==> config.mk <==
export PLATFORM = sky130hd
export DESIGN_NAME = ccr_regs
export DESIGN_NICKNAME = d
export VERILOG_FILES = /design/src/ccr_regs.v /design/src/ccr_vec_mem.v
export VERILOG_INCLUDE_DIRS = /design/src
export SDC_FILE = /design/constraint.sdc
export NUM_CORES = 1
export LEC_CHECK = 0
export CAP_MARGIN = 40
export CORE_UTILIZATION = 35
export CTS_BUF_LIST = sky130_fd_sc_hd__clkbuf_4 sky130_fd_sc_hd__clkbuf_8
export DETAILED_ROUTE_END_ITERATION = 10
export DONT_BUFFER_PORTS = 1
export MAX_ROUTING_LAYER = met4
export PLACE_DENSITY = 0.47
export SYNTH_ARGS = -nofsm -noshare
export SYNTH_HDL_FRONTEND = slang
export SYNTH_SLANG_ARGS = --single-unit
==> constraint.sdc <==
create_clock -name core_clk -period 3.5 [get_ports core_clk]
set_input_delay 0.7 -clock core_clk [delete_from_list [all_inputs] [get_ports core_clk]]
set_output_delay 0.7 -clock core_clk [all_outputs]
set_load 0.01 [all_outputs]
==> src/ccr_defines.vh <==
`ifndef CCR_DEFINES_VH
`define CCR_DEFINES_VH
// register offsets
`define CCR_ADDR_W 12
`define CCR_OFF_SYSREF_DELAY 12'h032
`define CCR_OFF_ANALOG_MISC 12'h033
`define CCR_OFF_INPUT_CLAMP 12'h034
`define CCR_OFF_LANE_DRIVER 12'h040
`define CCR_OFF_CAL_CONFIG_0 12'h050
`define CCR_OFF_CAL_CONFIG_1 12'h051
`define CCR_OFF_BG_CAL 12'h057
`define CCR_OFF_PAT_OVR 12'h058
`define CCR_OFF_COEFF_SCAN 12'h05a
`define CCR_OFF_CAL_STATE 12'h05b
`define CCR_OFF_TIMING_CAL 12'h066
// reset values
`define CCR_RST_SYSREF_DELAY 8'h80
`define CCR_RST_ANALOG_MISC 8'hc3
`define CCR_RST_INPUT_CLAMP 8'h2f
`define CCR_RST_LANE_DRIVER 8'h04
`define CCR_RST_CAL_CONFIG_0 8'h06
`define CCR_RST_CAL_CONFIG_1 8'hf4
`define CCR_RST_BG_CAL 8'h10
`define CCR_RST_PAT_OVR 8'h00
`define CCR_RST_COEFF_SCAN 8'h00
`define CCR_RST_TIMING_CAL 8'h02
// field positions
`define CCR_DELAY_MSB 3
`define CCR_DELAY_LSB 0
`define CCR_SYNC_PD_BIT 2
`define CCR_CLAMP_EN_BIT 5
`define CCR_PREEMPH_MSB 3
`define CCR_PREEMPH_LSB 0
`define CCR_VEC_EN_BIT 4
`define CCR_CAL_TRIG_BIT 3
// calibration vector store
`define CCR_VEC_W 8
`define CCR_VEC_AW 4
`define CCR_VEC_DEPTH 16
`endif

==> src/ccr_regs.v <==
// Functional notes
// RULE_01 - the low nibble of sysref_delay_ctrl sets the frame-reference delay in 20 ps steps, codes 0 to 15, reset 0.
// RULE_02 - sysref_delay_ctrl lives at 0x032, resets to 0x80, with a read/write upper nibble defaulting to 1000.
// RULE_03 - analog_misc_ctrl lives at 0x033, resets to 0xc3, keeping its spare bits at their defaults.
// RULE_04 - bit 2 of analog_misc_ctrl powers down the differential sync inputs and resets to 0.
// RULE_05 - software using the differential sync input keeps the power-down bit cleared.
// RULE_06 - input_clamp_ctrl lives at 0x034, resets to 0x2f, and its bit 5 enables the input clamp.
// RULE_07 - clearing the clamp bit disables the clamp, setting it enables it again, reset value one.
// RULE_08 - lane_driver_cfg lives at 0x040, resets to 0x04, and 0x041 to 0x04f are reserved.
// RULE_09 - lane_driver_cfg bits 3..0 set driver pre-emphasis with default 4, bits 7..4 reserved and zero.
// RULE_10 - the calibration group spans 0x050 to 0x1ff with 0x06c upward reserved.
// RULE_11 - cal_config_0 lives at 0x050, resets to 0x06, bit 4 vector access enable, bit 3 cal trigger.
// RULE_12 - writing one to the trigger restarts the calibration engine and the bit clears itself.
// RULE_13 - with vector access enabled, cal_coeff_scan reads and writes the calibration vectors.
// RULE_14 - spare read/write fields store what is written and reset to their defaults.
`include "ccr_defines.vh"
`default_nettype none
module ccr_regs (
	input wire core_clk,
	input wire srst,
	input wire [`CCR_ADDR_W-1:0] reg_addr,
	input wire reg_wr_en,
	input wire [7:0] reg_wr_data,
	input wire reg_rd_en,
	input wire [7:0] cal_status_in,
	output reg [7:0] reg_rd_data,
	output reg reg_rd_valid,
	output wire [3:0] sysref_delay_step,
	output wire sync_diff_powerdown,
	output wire input_clamp_en,
	output wire [3:0] lane_preemphasis,
	output wire vector_access_en,
	output reg foreground_cal_trigger,
	output wire [7:0] cal_config_1_out,
	output wire [7:0] background_cal_out,
	output wire [7:0] test_pattern_overrange_out,
	output wire [7:0] timing_cal_out
);
	reg [7:0] sysref_delay_ctrl;
	reg [7:0] analog_misc_ctrl;
	reg [7:0] input_clamp_ctrl;
	reg [7:0] lane_driver_cfg;
	reg [7:0] cal_config_0;
	reg [7:0] cal_config_1;
	reg [7:0] background_cal_ctrl;
	reg [7:0] test_pattern_overrange_en;
	reg [7:0] cal_coeff_scan;
	reg [`CCR_VEC_AW-1:0] vec_ptr;
	wire [`CCR_VEC_W-1:0] vec_q;
	wire scan_hit;
	wire vec_we;
	reg [7:0] timing_cal_ctrl;
	// strobes for the calibration control register and for opening the scan port
	wire cfg0_wr;
	wire scan_open;

	// address match, shared by the write and scan decode; the read mux decodes with a case
	function sel;
		input [`CCR_ADDR_W-1:0] a;
		input [`CCR_ADDR_W-1:0] off;
		begin
			sel = (a == off);
		end
	endfunction

	// control fields come straight off the register flops
	assign sysref_delay_step = sysref_delay_ctrl[`CCR_DELAY_MSB:`CCR_DELAY_LSB]; // RULE_01
	assign sync_diff_powerdown = analog_misc_ctrl[`CCR_SYNC_PD_BIT]; // RULE_04
	assign input_clamp_en = input_clamp_ctrl[`CCR_CLAMP_EN_BIT]; // RULE_06
	assign lane_preemphasis = lane_driver_cfg[`CCR_PREEMPH_MSB:`CCR_PREEMPH_LSB]; // RULE_09
	assign vector_access_en = cal_config_0[`CCR_VEC_EN_BIT]; // RULE_11
	assign cal_config_1_out = cal_config_1;
	assign background_cal_out = background_cal_ctrl;
	assign test_pattern_overrange_out = test_pattern_overrange_en;
	assign timing_cal_out = timing_cal_ctrl;

	// scan port goes to the vector store only while access is enabled
	assign scan_hit = sel(reg_addr, `CCR_OFF_COEFF_SCAN) & cal_config_0[`CCR_VEC_EN_BIT]; // RULE_13
	assign vec_we = reg_wr_en & scan_hit; // RULE_13
	assign cfg0_wr = reg_wr_en & sel(reg_addr, `CCR_OFF_CAL_CONFIG_0);
	// only a 0 to 1 change of the access bit rewinds, so rewriting it keeps the place
	assign scan_open = cfg0_wr & reg_wr_data[`CCR_VEC_EN_BIT] & ~cal_config_0[`CCR_VEC_EN_BIT]; // RULE_13

	ccr_vec_mem u_vec_mem (
		.core_clk(core_clk),
		.we(vec_we),
		.addr(vec_ptr),
		.wdata(reg_wr_data),
		.rdata(vec_q)
	);

	// register writes, one process per register; a write and a read in one cycle both take effect
	// frame-reference delay; the spare upper nibble stores as written
	always @(posedge core_clk) begin
		if (srst) begin
			sysref_delay_ctrl <= `CCR_RST_SYSREF_DELAY; // RULE_02
		end else if (reg_wr_en & sel(reg_addr, `CCR_OFF_SYSREF_DELAY)) begin
			sysref_delay_ctrl <= reg_wr_data; // RULE_01
		end
	end

	// analog controls; only bit 2 leaves the block, the rest are spare storage
	always @(posedge core_clk) begin
		if (srst) begin
			analog_misc_ctrl <= `CCR_RST_ANALOG_MISC; // RULE_03
		end else if (reg_wr_en & sel(reg_addr, `CCR_OFF_ANALOG_MISC)) begin
			analog_misc_ctrl <= reg_wr_data; // RULE_04
		end
	end

	// input clamp; comes out of reset with the clamp on
	always @(posedge core_clk) begin
		if (srst) begin
			input_clamp_ctrl <= `CCR_RST_INPUT_CLAMP; // RULE_07
		end else if (reg_wr_en & sel(reg_addr, `CCR_OFF_INPUT_CLAMP)) begin
			input_clamp_ctrl <= reg_wr_data; // RULE_07
		end
	end

	// lane driver; upper nibble is reserved zero, so only the pre-emphasis bits store
	always @(posedge core_clk) begin
		if (srst) begin
			lane_driver_cfg <= `CCR_RST_LANE_DRIVER; // RULE_08
		end else if (reg_wr_en & sel(reg_addr, `CCR_OFF_LANE_DRIVER)) begin
			lane_driver_cfg <= {4'h0, reg_wr_data[3:0]}; // RULE_09
		end
	end

	// calibration range setting, kept whole
	always @(posedge core_clk) begin
		if (srst) begin
			cal_config_1 <= `CCR_RST_CAL_CONFIG_1; // RULE_14
		end else if (reg_wr_en & sel(reg_addr, `CCR_OFF_CAL_CONFIG_1)) begin
			cal_config_1 <= reg_wr_data; // RULE_14
		end
	end

	// background calibration control, passed straight out
	always @(posedge core_clk) begin
		if (srst) begin
			background_cal_ctrl <= `CCR_RST_BG_CAL;
		end else if (reg_wr_en & sel(reg_addr, `CCR_OFF_BG_CAL)) begin
			background_cal_ctrl <= reg_wr_data;
		end
	end

	// test pattern and over-range enables
	always @(posedge core_clk) begin
		if (srst) begin
			test_pattern_overrange_en <= `CCR_RST_PAT_OVR;
		end else if (reg_wr_en & sel(reg_addr, `CCR_OFF_PAT_OVR)) begin
			test_pattern_overrange_en <= reg_wr_data;
		end
	end

	// timing calibration control
	always @(posedge core_clk) begin
		if (srst) begin
			timing_cal_ctrl <= `CCR_RST_TIMING_CAL;
		end else if (reg_wr_en & sel(reg_addr, `CCR_OFF_TIMING_CAL)) begin
			timing_cal_ctrl <= reg_wr_data;
		end
	end

	// plain scan register, written only while vector access is closed
	always @(posedge core_clk) begin
		if (srst) begin
			cal_coeff_scan <= `CCR_RST_COEFF_SCAN;
		end else if (reg_wr_en & sel(reg_addr, `CCR_OFF_COEFF_SCAN) & ~cal_config_0[`CCR_VEC_EN_BIT]) begin
			cal_coeff_scan <= reg_wr_data;
		end
	end

	// calibration control; the trigger is a one-cycle pulse and never stores
	always @(posedge core_clk) begin
		if (srst) begin
			cal_config_0 <= `CCR_RST_CAL_CONFIG_0; // RULE_11
			foreground_cal_trigger <= 1'b0;
		end else begin
			foreground_cal_trigger <= 1'b0;
			if (cfg0_wr) begin
				// trigger bit reads back zero
				cal_config_0 <= reg_wr_data & ~(8'h01 << `CCR_CAL_TRIG_BIT); // RULE_12
				foreground_cal_trigger <= reg_wr_data[`CCR_CAL_TRIG_BIT]; // RULE_12
			end
		end
	end

	// scan pointer; each scan access while vector access is open moves to the next word, wrapping at the end
	// rewind and step never meet, since they come from different offsets
	always @(posedge core_clk) begin
		if (srst) begin
			vec_ptr <= {`CCR_VEC_AW{1'b0}};
		end else if (scan_open) begin
			vec_ptr <= {`CCR_VEC_AW{1'b0}}; // RULE_13
		end else if ((reg_wr_en | reg_rd_en) & scan_hit) begin
			vec_ptr <= vec_ptr + {{(`CCR_VEC_AW-1){1'b0}}, 1'b1}; // RULE_13
		end
	end

	// read mux; unmapped and reserved offsets return zero
	always @(posedge core_clk) begin
		if (srst) begin
			reg_rd_data <= 8'h00;
			reg_rd_valid <= 1'b0;
		end else begin
			reg_rd_valid <= reg_rd_en;
			if (reg_rd_en) begin
				case (reg_addr)
					`CCR_OFF_SYSREF_DELAY: reg_rd_data <= sysref_delay_ctrl; // RULE_02
					`CCR_OFF_ANALOG_MISC: reg_rd_data <= analog_misc_ctrl; // RULE_03
					`CCR_OFF_INPUT_CLAMP: reg_rd_data <= input_clamp_ctrl; // RULE_06
					`CCR_OFF_LANE_DRIVER: reg_rd_data <= lane_driver_cfg; // RULE_08
					`CCR_OFF_CAL_CONFIG_0: reg_rd_data <= cal_config_0; // RULE_11
					`CCR_OFF_CAL_CONFIG_1: reg_rd_data <= cal_config_1; // RULE_14
					`CCR_OFF_BG_CAL: reg_rd_data <= background_cal_ctrl;
					`CCR_OFF_PAT_OVR: reg_rd_data <= test_pattern_overrange_en;
					// vector data is the store's registered output, read at the pointer held one cycle earlier
					`CCR_OFF_COEFF_SCAN: reg_rd_data <= cal_config_0[`CCR_VEC_EN_BIT] ? vec_q : cal_coeff_scan; // RULE_13
					`CCR_OFF_CAL_STATE: reg_rd_data <= cal_status_in;
					`CCR_OFF_TIMING_CAL: reg_rd_data <= timing_cal_ctrl;
					default: reg_rd_data <= 8'h00; // RULE_10
				endcase
			end
		end
	end
endmodule // ccr_regs
`default_nettype wire

==> src/ccr_vec_mem.v <==
`include "ccr_defines.vh"
`default_nettype none
module ccr_vec_mem (
	input wire core_clk,
	input wire we,
	input wire [`CCR_VEC_AW-1:0] addr,
	input wire [`CCR_VEC_W-1:0] wdata,
	output reg [`CCR_VEC_W-1:0] rdata
);
	reg [`CCR_VEC_W-1:0] mem [0:`CCR_VEC_DEPTH-1];

	// registered read, write-first so a read after a write sees new data
	always @(posedge core_clk) begin
		if (we) begin
			mem[addr] <= wdata;
			rdata <= wdata;
		end else begin
			rdata <= mem[addr];
		end
	end
endmodule // ccr_vec_mem
`default_nettype wire

Word level (Yosys, flattened, before mapping)
Memories as Yosys holds them, arrays and structs flattened. A register that Yosys moved wholly into a read port is not among the register bits.
Index checks and enable logic that the tools add are counted.

storage, ports and cells
  register bits after elaboration = 89
  output and inout bits = 53
  memories = 1
  memory bits (writable) = 128
  bits of input ports = 32
  word-level logic and storage cells = 52

cells by class
  multiplexer cells = 4
  reductions and logical operators = 2
  bitwise logic cells = 19
  equality and inequality tests = 11
  add/subtract/negate cells = 1

memory list
  name           words  width  rd ports  clocked after Yosys merged registers in  write ports  line              RTL
  u_vec_mem.mem  16     8      1         1                                        1            ccr_vec_mem.v:10  reg [`CCR_VEC_W-1:0] mem [0:`CCR_VEC_DEPTH-1];

operators by type and width
  kind                                                  number
  equality test 12 x 7 -> 1 bit, second input constant  8
  case mux 8 bit (11 select lines)                      1
  equality test 12 x 6 -> 1 bit, second input constant  3
  AND 1 bit                                             16
  2-to-1 mux 8 bit                                      1
  adder 4 x 1 -> 4 bit, second input constant           1
  OR reduction 2 bit                                    2
  2-to-1 mux 1 bit                                      2
  NOT 1 bit                                             2
  bitwise OR 1 bit                                      1

Longest topological paths before layout
Gate-level depths: netlist of run 1.

  depth after elaboration = 5
  mapped depth = 10
  gate-level depth less buffers = 6

Hierarchy
Synthesis of run 1 repeated with hierarchy kept, for this count alone.

second synthesis, totals
  cells, all modules = 739
  area, all modules = 9,616.7 sq um

by module, submodules not included
  module       times used  area an instance (sq um)  seq. area each (sq um)  cells an instance
  ccr_vec_mem  1           5,067.4                   3,923.8                 225
  ccr_regs     1           4,549.4                   1,781.7                 514

Worst setup path after synthesis of run 1
OpenSTA, ideal clock, no wires.

  path type = input to register
  start = in reg_addr[9]
  end = mem u_vec_mem.mem[1][0] in the netlist's numbering, enable pin
  library setup time = 0.383 ns
  data arrival time = 2.618 ns
  stages on the path = 6
  path buffers = 1
  data required time = 3.117 ns
  path slack = 0.499 ns
  cell sequence = or4_4 buf_6 nor4_4 and2_1 nand2_1 nor3_1

between the ends
  longest elaborated chain between the ends = 5

RTL lines
  what                                    line              RTL
  start, declared                         ccr_regs.v:21     input wire [`CCR_ADDR_W-1:0] reg_addr,
  equality test 12 x 7 -> 1 bit           ccr_regs.v:62     sel = (a == off);
  AND 1 bit                               ccr_regs.v:78     assign scan_hit = sel(reg_addr, `CCR_OFF_COEFF_SCAN) & cal_config_0[`CCR_VEC_EN_BIT];
  AND 1 bit                               ccr_regs.v:79     assign vec_we = reg_wr_en & scan_hit;
  2-to-1 mux 1 bit                        ccr_vec_mem.v:14  if (we) begin
  2-to-1 mux 1 bit (not written as such)  ccr_vec_mem.v:15  mem[addr] <= wdata;
  end, declared                           ccr_vec_mem.v:10

Every way passes these cells.

Worst setup path after layout of run 1
  start = in reg_addr[9]
  end = mem u_vec_mem.mem[12][2] in the netlist's numbering, enable pin

The elaborated chain is that of the path after synthesis.

==> results.ini, run 1 <==
[timing]
finalSetupViolCount=0
slew_headroom_pct=49.3
timing.final.crit_share_pct=72.0
tightest_slew_ns=0.760
finClkSkew_ns=0.0278
tns_ns=0
slew_violations=0
rsz0062_at_grt=no
hold_viol_final=0
fin_crit_ns=2.52
max_freq_mhz=397

[synth]
yosysSeqAreaShare_pct=60.0
ys_top_cells_by_area=edfxtp_1 40%, dfxtp_1 20%, mux4_2 7.6%
syn_area_um2=9500
netlist_instances=730
synth_edf_count=128
yosysMostFrequentCell=edfxtp_1
synthTopCellsByCount=128 x edfxtp_1, 93 x dfxtp_1, 70 x nor2_1
synth-seq-cells=221
synth_cell_types=68
synth-main-ff-cell=edfxtp_1
synthArstFlopShare_pct=0
yosys.area.top_type_share_pct=40.4
yosysWarnings=0
syn_avg_cell_area_um2=13.0
yosysTopAreaCell=edfxtp_1
syn_nets=766

[route]
drt_wl_total_mm=27.0
vias=6125
final_antenna_net_count=0
dr.first_iter.drc_count=416
wl_per_cell_um=24.4
drc=0
drtPass1Iterations=5
detail_route.vias_per_cell=5.53

[setup_path]
arrival_ns=2.68
critical_path_class=in -> reg
startpoint_type=input port
crit_required_ns=3.66
crit_path_end_kind=flip-flop
cp_max_fo=11

[clock_network]
clkSinkCount=221
numCtsBuffers=41
post_cts_buffers=0
ctsRootBufferMaster=clkbuf_8
clock_latency_ns=0.54
cts_tree=built
cts_buffer_depth=3
htree_levels=2
clk_pin_slew_ns=0.06
cts_hold_buf=0
cts.repair.resized=0

[floorplanning]
initial_core_util_pct=36.1
die_area_um2=27800
die_w_um=167
core-area_um2=26400
die_y_um=167
rows=59
ios=85

[placed_design]
hpwl_mm=17.6
place_area_um2=9810
gp_congestion=0.913
port_buffers=0

[power_and_ir_drop]
ir_worst_vdd_uv=258
power.leakage_nw=3.45
p_per_area_nw_per_um2=498

[final_layout]
drive_gt1_share_pct=19.9
utilization_pct=40.4
layout-area-overhead-vs-synth_pct=12.2
nets=774
fill_cells=2444
stdcell_area_um2=10700

[grt]
grt_usage_pct=20.2
grt_pass1_vias=6273
grt-ovfl-total=0
grt_max_degree=81
antenna_found_initial=2
grt_pass1_wl_mm=40.4

[status]
outcome=finished clean

[job]
maxCapViolCount=0

[worst_hold_path]
hp-class=in -> reg

[cell usage in the layout (no fill, tap or decap), types with 15 or more instances in the layout]
master,instances
nor2_1,70
mux2i_1,49
clkbuf_8,47
a21oi_1,28
mux4_2,32
clkbuf_4,15
edfxtp_1,128
a22o_1,17
nand3_1,20
nand2_1,60
buf_4,24
dfxtp_1,92
[worst max-delay path, stage by stage]
cell,delay [ns]
or4_4,0.65
nor4_4,0.40
and2_1,0.26
nand2_1,0.13
nor2_1,0.53
[layout make-up]
cell class	instances	area, µm²	share of cell area [%]
clock inverters	13	82.6	0.775
well taps	335	419	3.93
inverters	8	30.0	0.282
diodes	2	5.00	0.0470
multi-input cells	441	3450	32.4
repair buffers	25	208	1.95
flip-flops and latches	221	5710	53.5
clock buffers	62	759	7.13
[cell families after synthesis]
kind of cell	after synthesis	share of synthesized area (%)
xor+xnor	3	0.277
fa+ha+maj	4	0.527
buf+inv	68	3.69
compound gates	113	8.86
flops	221	60.0
mux	87	13.5
simple gates	234	13.2
[through the flow]
stage	hold WS [ns]	cells	setup WS (ns)	power [mW]
global route	0.191	1107	0.860	5.51
floorplan	0.329	730	0.499	2.88
CTS	0.191	1105	0.982	5.40
global placement	0.404	1029	0.554	2.85
detailed placement	0.412	1030	0.452	2.85
finish	0.222	1107	0.979	5.31
[sequential cells by signal (all words and copies together), names as in the netlist, named ones only]
register,count
cal_config_1_out,8
timing_cal_out,8
sysref_delay_ctrl,8
reg_rd_valid,1
vec_ptr,4
input_clamp_ctrl,8
analog_misc_ctrl,8
cal_config_0,7
u_vec_mem.mem,128
lane_driver_cfg,4
cal_coeff_scan,8
background_cal_out,8
foreground_cal_trigger,1
reg_rd_data,8
test_pattern_overrange_out,8
[final timing paths]
check,startpoint,slack [ns],end,cells past startpoint
worst min-delay path,srst,0.22,background_cal_out[2]$_SDFFE_PP0P_,1
worst min register to register,vec_ptr[1]$_SDFFE_PP0P_,0.42,flip-flop,0
worst max-delay path,reg_addr[9],0.98,u_vec_mem.mem[12][2]$_DFFE_PP_,5
worst max register to register,flip-flop,1.04,reg_rd_data[7]$_SDFFE_PP0P_,7
[report_power, final]
part | leakage [nW] | switching, mW | total [mW] | internal (mW)
sequential | 1.90 | 0.000657 | 2.75 | 2.75
clock | 0.446 | 1.06 | 2.51 | 1.46
combinational | 1.11 | 0.0290 | 0.0502 | 0.0212
total | 3.45 | 1.09 | 5.31 | 4.22
[per-layer routing]
metal  track usage [%]  share of wire (%)  vias to the layer above
met3              5.61                7.6                       52
li1                  -                  -                     2776
met2              30.7                 46                      236
met4              6.56                2.3                        0
met1              25.9                 44                     3061
met5                 -                  0                        -
Note: power is estimated with default switching activity, not from simulation.
==> inputs of run 2 (changes only) <==
- clock period: 3.5 -> 2.6 ns (I/O delays scaled with it)
==> results.ini, run 2 (synthesis gave the netlist of run 1 again) <==
[status]
outcome=finished clean

[setup_path]
slowest_stage=mux4_2
arrival_ns=2.68
r2r_cells=6
critPathTopFamily=multiplexers
cp-endpoint=reg_rd_data[6]$_SDFFE_PP0P_
crit_required_ns=3.00
cp_max_fo=8
crit_path_end_kind=flip-flop
path_cells=buf_4 -> mux4_2 -> mux2i_1 -> o22ai_1 -> nor4_1 -> nor3_2
reg2reg_to=reg_rd_data[6]$_SDFFE_PP0P_
max_stage_delay_ns=0.52
critical_path_class=reg -> reg
crit_cells=6
rrSetupSlack_ns=0.33
path_buf_inv=1
startpoint_type=flip-flop

[grt]
grt_usage_pct=21.2
grt_max_degree=81
grt-ovfl-total=0
grt_pass1_wl_mm=41.8
antenna_found_initial=1
grt_pass1_vias=6270

[power_and_ir_drop]
power.leakage_nw=3.55
ir_worst_vdd_uv=257
p_per_area_nw_per_um2=633

[timing]
tightest_slew_ns=0.616
holdWs_ns=0.0651
finClkSkew_ns=0.0206
slew_violations=0
hold_viol_final=0
finalSetupViolCount=0
tns_ns=0
slew_headroom_pct=58.9
timing.final.crit_share_pct=87.5
max_freq_mhz=440
fin_crit_ns=2.27
rsz0062_at_grt=no
setup_ws_ns=0.325

[floorplanning]
die_area_um2=27800
initial_core_util_pct=36.1
die_y_um=167
core-area_um2=26400
ios=85
rows=59
die_w_um=167

[clock_network]
post_cts_buffers=0
clkSinkCount=221
htree_levels=2
cts_tree=built
cts.repair.resized=0
ctsRootBufferMaster=clkbuf_8
clk_pin_slew_ns=0.06
cts_hold_buf=0
cts_buffer_depth=3
clock_latency_ns=0.52
numCtsBuffers=38

[worst_hold_path]
worst_hold_path.num_cells=1
min_from=srst
hp-class=in -> reg

[route]
drc=0
dr.first_iter.drc_count=605
wl_per_cell_um=25.4
detail_route.vias_per_cell=5.58
vias=6270
drt_wl_total_mm=28.5
final_antenna_net_count=0
drtPass1Iterations=6

[job]
maxCapViolCount=0

[placed_design]
port_buffers=0
pre_cts_ws_ns=-0.0553
gp_congestion=0.863
hpwl_mm=18.9

[final_layout]
regMostFlops=u_vec_mem.mem
layout-area-overhead-vs-synth_pct=13.4
final_cell_mix=128 x edfxtp_1, 92 x dfxtp_1, 70 x nor2_1
largest_register_ffs=128
fill_cells=2432
nets=796
drive_gt1_share_pct=22.4
final_common_cell=edfxtp_1

-- run 2: cell count changes in the layout (fill, tap and decap cells not counted), sizes merged --
cell / delta
buf: +25
clkinv: -6
clkbuf: -2
bufinv: -1
-- run 2: worst reg2reg max path: cells and delay by family (launching register included) --
kind	cells	cell delay [ns]
buffers and inverters	1	0.26
muxes	2	0.80
and+or+nand+nor	2	0.47
DFF	1	0.47
AOI/OAI and AO/OA	1	0.15
-- run 2: routing by layer --
layer | GRT usage [%] | up-vias | wire (µm)
met1 | 27.5 | 3183 | 12500
met2 | 33.2 | 227 | 13500
li1 | - | 2816 | -
met4 | 6.20 | 0 | 608
met5 | - | - | 0
met3 | 4.80 | 44 | 1890
-- run 2: layout make-up --
type	count	area [µm²]	share of cell area, %
sequential	221	5710	53.0
multi-input combinational	441	3470	32.2
clock buffer	60	707	6.56
tap	335	419	3.89
timing repair buffer	50	413	3.83
inverter	8	30.0	0.279
clock inverter	6	26.3	0.244
antenna	2	5.00	0.0464
-- run 2: through the flow --
stage	total power [mW]	cell area, µm²	cells	utilization (%)
6_report	6.82	10800	1123	40.9
5_1_grt	7.07	10800	1122	40.9
4_1_cts	6.91	10800	1121	40.9
3_5_place_dp	3.85	10000	1055	38.1
3_3_place_gp	3.85	10000	1055	38.1
2_1_floorplan	3.87	9520	730	-
-- run 2: how the worst min path moves through the flow --
stage                                         end  slack [ns]
3_5_place_dp                            flip-flop        0.42
2_1_floorplan                           flip-flop        0.33
4_1_cts          cal_config_1_out[0]$_SDFFE_PP0P_        0.04
5_1_grt        background_cal_out[7]$_SDFFE_PP0P_        0.04
6_report         cal_config_1_out[0]$_SDFFE_PP0P_        0.07
3_3_place_gp                            flip-flop        0.41
-- run 2: power by group --
group	switching, mW	internal (mW)
sequential	0.000859	3.70
combinational	0.0403	0.0344
clock	1.33	1.71
total	1.37	5.44
==> inputs of run 3 (changes only) <==
- PLACE_DENSITY: 0.47 -> not set
==> results.ini, run 3 (synthesis gave the netlist of run 1 again) <==
[power_and_ir_drop]
ir_worst_vdd_uv=264
power.leakage_nw=3.52
p_per_area_nw_per_um2=632
p_total_mw=6.78

[floorplanning]
die_w_um=167
die_y_um=167
initial_core_util_pct=36.1
die_area_um2=27800
ios=85
core-area_um2=26400
rows=59

[grt]
grt_pass1_wl_mm=39.0
grt_pass1_vias=6109
grt-ovfl-total=0
grt_max_degree=81
grt_usage_pct=19.4
antenna_found_initial=0

[clock_network]
clkSinkCount=221
cts_buffer_depth=3
cts.repair.resized=0
htree_levels=2
post_cts_buffers=0
clock_latency_ns=0.53
numCtsBuffers=38
cts_hold_buf=0
ctsRootBufferMaster=clkbuf_8
clk_pin_slew_ns=0.06
cts_tree=built

[route]
drtPass1Iterations=5
detail_route.vias_per_cell=5.59
dr.first_iter.drc_count=622
vias=6246
drt_wl_total_mm=25.9
drc=0
wl_per_cell_um=23.2
final_antenna_net_count=0

[setup_path]
crit_path_end_kind=flip-flop
startpoint_type=flip-flop
rrSetupSlack_ns=0.39
r2r_cells=6
crit_required_ns=3.01
critical_path_class=reg -> reg
cp_max_fo=14
arrival_ns=2.62
reg2reg_to=reg_rd_data[6]$_SDFFE_PP0P_

[placed_design]
gp_congestion=0.931
hpwl_mm=16.9
port_buffers=0
dp_cells=1051

[final_layout]
n_antenna_cell=0
final_cell_mix=128 x edfxtp_1, 92 x dfxtp_1, 70 x nor2_1
final_common_cell=edfxtp_1
regMostFlops=u_vec_mem.mem
drive_gt1_share_pct=22.1
largest_register_ffs=128
nets=792
layout-area-overhead-vs-synth_pct=12.9
stdcell_count=1117

[worst_hold_path]
hp-class=in -> reg
worst_hold_path.num_cells=1
min_from=srst
min_to=cal_config_0[6]$_SDFFE_PP0N_

[timing]
hold_viol_final=0
slew_violations=0
tns_ns=0
slew_headroom_pct=52.6
finClkSkew_ns=0.0458
max_freq_mhz=453
tightest_slew_ns=0.710
finalSetupViolCount=0
rsz0062_at_grt=no
fin_crit_ns=2.21
timing.final.crit_share_pct=84.9

[job]
maxCapViolCount=0

[status]
outcome=finished clean

run 3: cell count changes in the layout (fill, tap and decap cells not counted), sizes merged:
cell | previous run | this run
buf | 50 | 46
clkbuf | 60 | 56
clkinv | 6 | 10
diode | 2 | 0
run 3: how the worst max path moves through the flow:
stage / startpoint / to / slack, ns / cells past startpoint
after global routing: flip-flop / reg_rd_data[6]$_SDFFE_PP0P_ / 0.23 / 6
final: flip-flop / reg_rd_data[6]$_SDFFE_PP0P_ / 0.39 / 6
after floorplan: reg_addr[9] / u_vec_mem.mem[13][0]$_DFFE_PP_ / -0.008 / 6
after detailed placement: reg_addr[9] / u_vec_mem.mem[10][2]$_DFFE_PP_ / 0.08 / 6
after global placement: reg_addr[9] / u_vec_mem.mem[10][2]$_DFFE_PP_ / 0.09 / 6
after CTS: flip-flop / reg_rd_data[6]$_SDFFE_PP0P_ / 0.36 / 6
run 3: worst max-delay path, stage by stage (launching register included):
cell     delay (ns)
dfxtp_2        0.36
buf_4          0.29
mux4_2         0.57
mux2i_1        0.21
o22ai_1        0.14
nor4_1         0.45
nor3_2         0.08
run 3: final cells by class:
type	count	area, µm²
repair buffers	46	383
clock buffers	56	671
flip-flops and latches	221	5710
inverters	8	30.0
multi-input cells	441	3470
clock inverters	10	51.3
well taps	335	419
fillers	2427	15600
run 3: power by group:
part | switching [mW] | total, mW | internal [mW] | leakage (nW)
clock | 1.36 | 3.01 | 1.65 | 0.387
sequential | 0.000843 | 3.70 | 3.70 | 1.90
combinational | 0.0391 | 0.0741 | 0.0349 | 1.23
total | 1.40 | 6.78 | 5.38 | 3.52
run 3: routing by layer:
metal / GRT usage (%) / part of all wire (%) / routed length, µm
met1: 24.9 / 43 / 11300
met2: 29.5 / 46 / 11900
met3: 4.40 / 7.3 / 1890
met4: 8.29 / 3.5 / 899
met5: - / 0 / 0
run 3: metrics by stage:
stage | hold WS [ns] | setup slack [ns] | cell area (µm²) | utilization, %
floorplan | 0.329 | -0.00752 | 9520 | -
global placement | 0.417 | 0.0915 | 10000 | 38.0
detailed placement | 0.415 | 0.0791 | 10000 | 38.0
CTS | 0.0296 | 0.359 | 10700 | 40.7
global route | 0.0374 | 0.232 | 10700 | 40.7
finish | 0.0564 | 0.394 | 10700 | 40.7
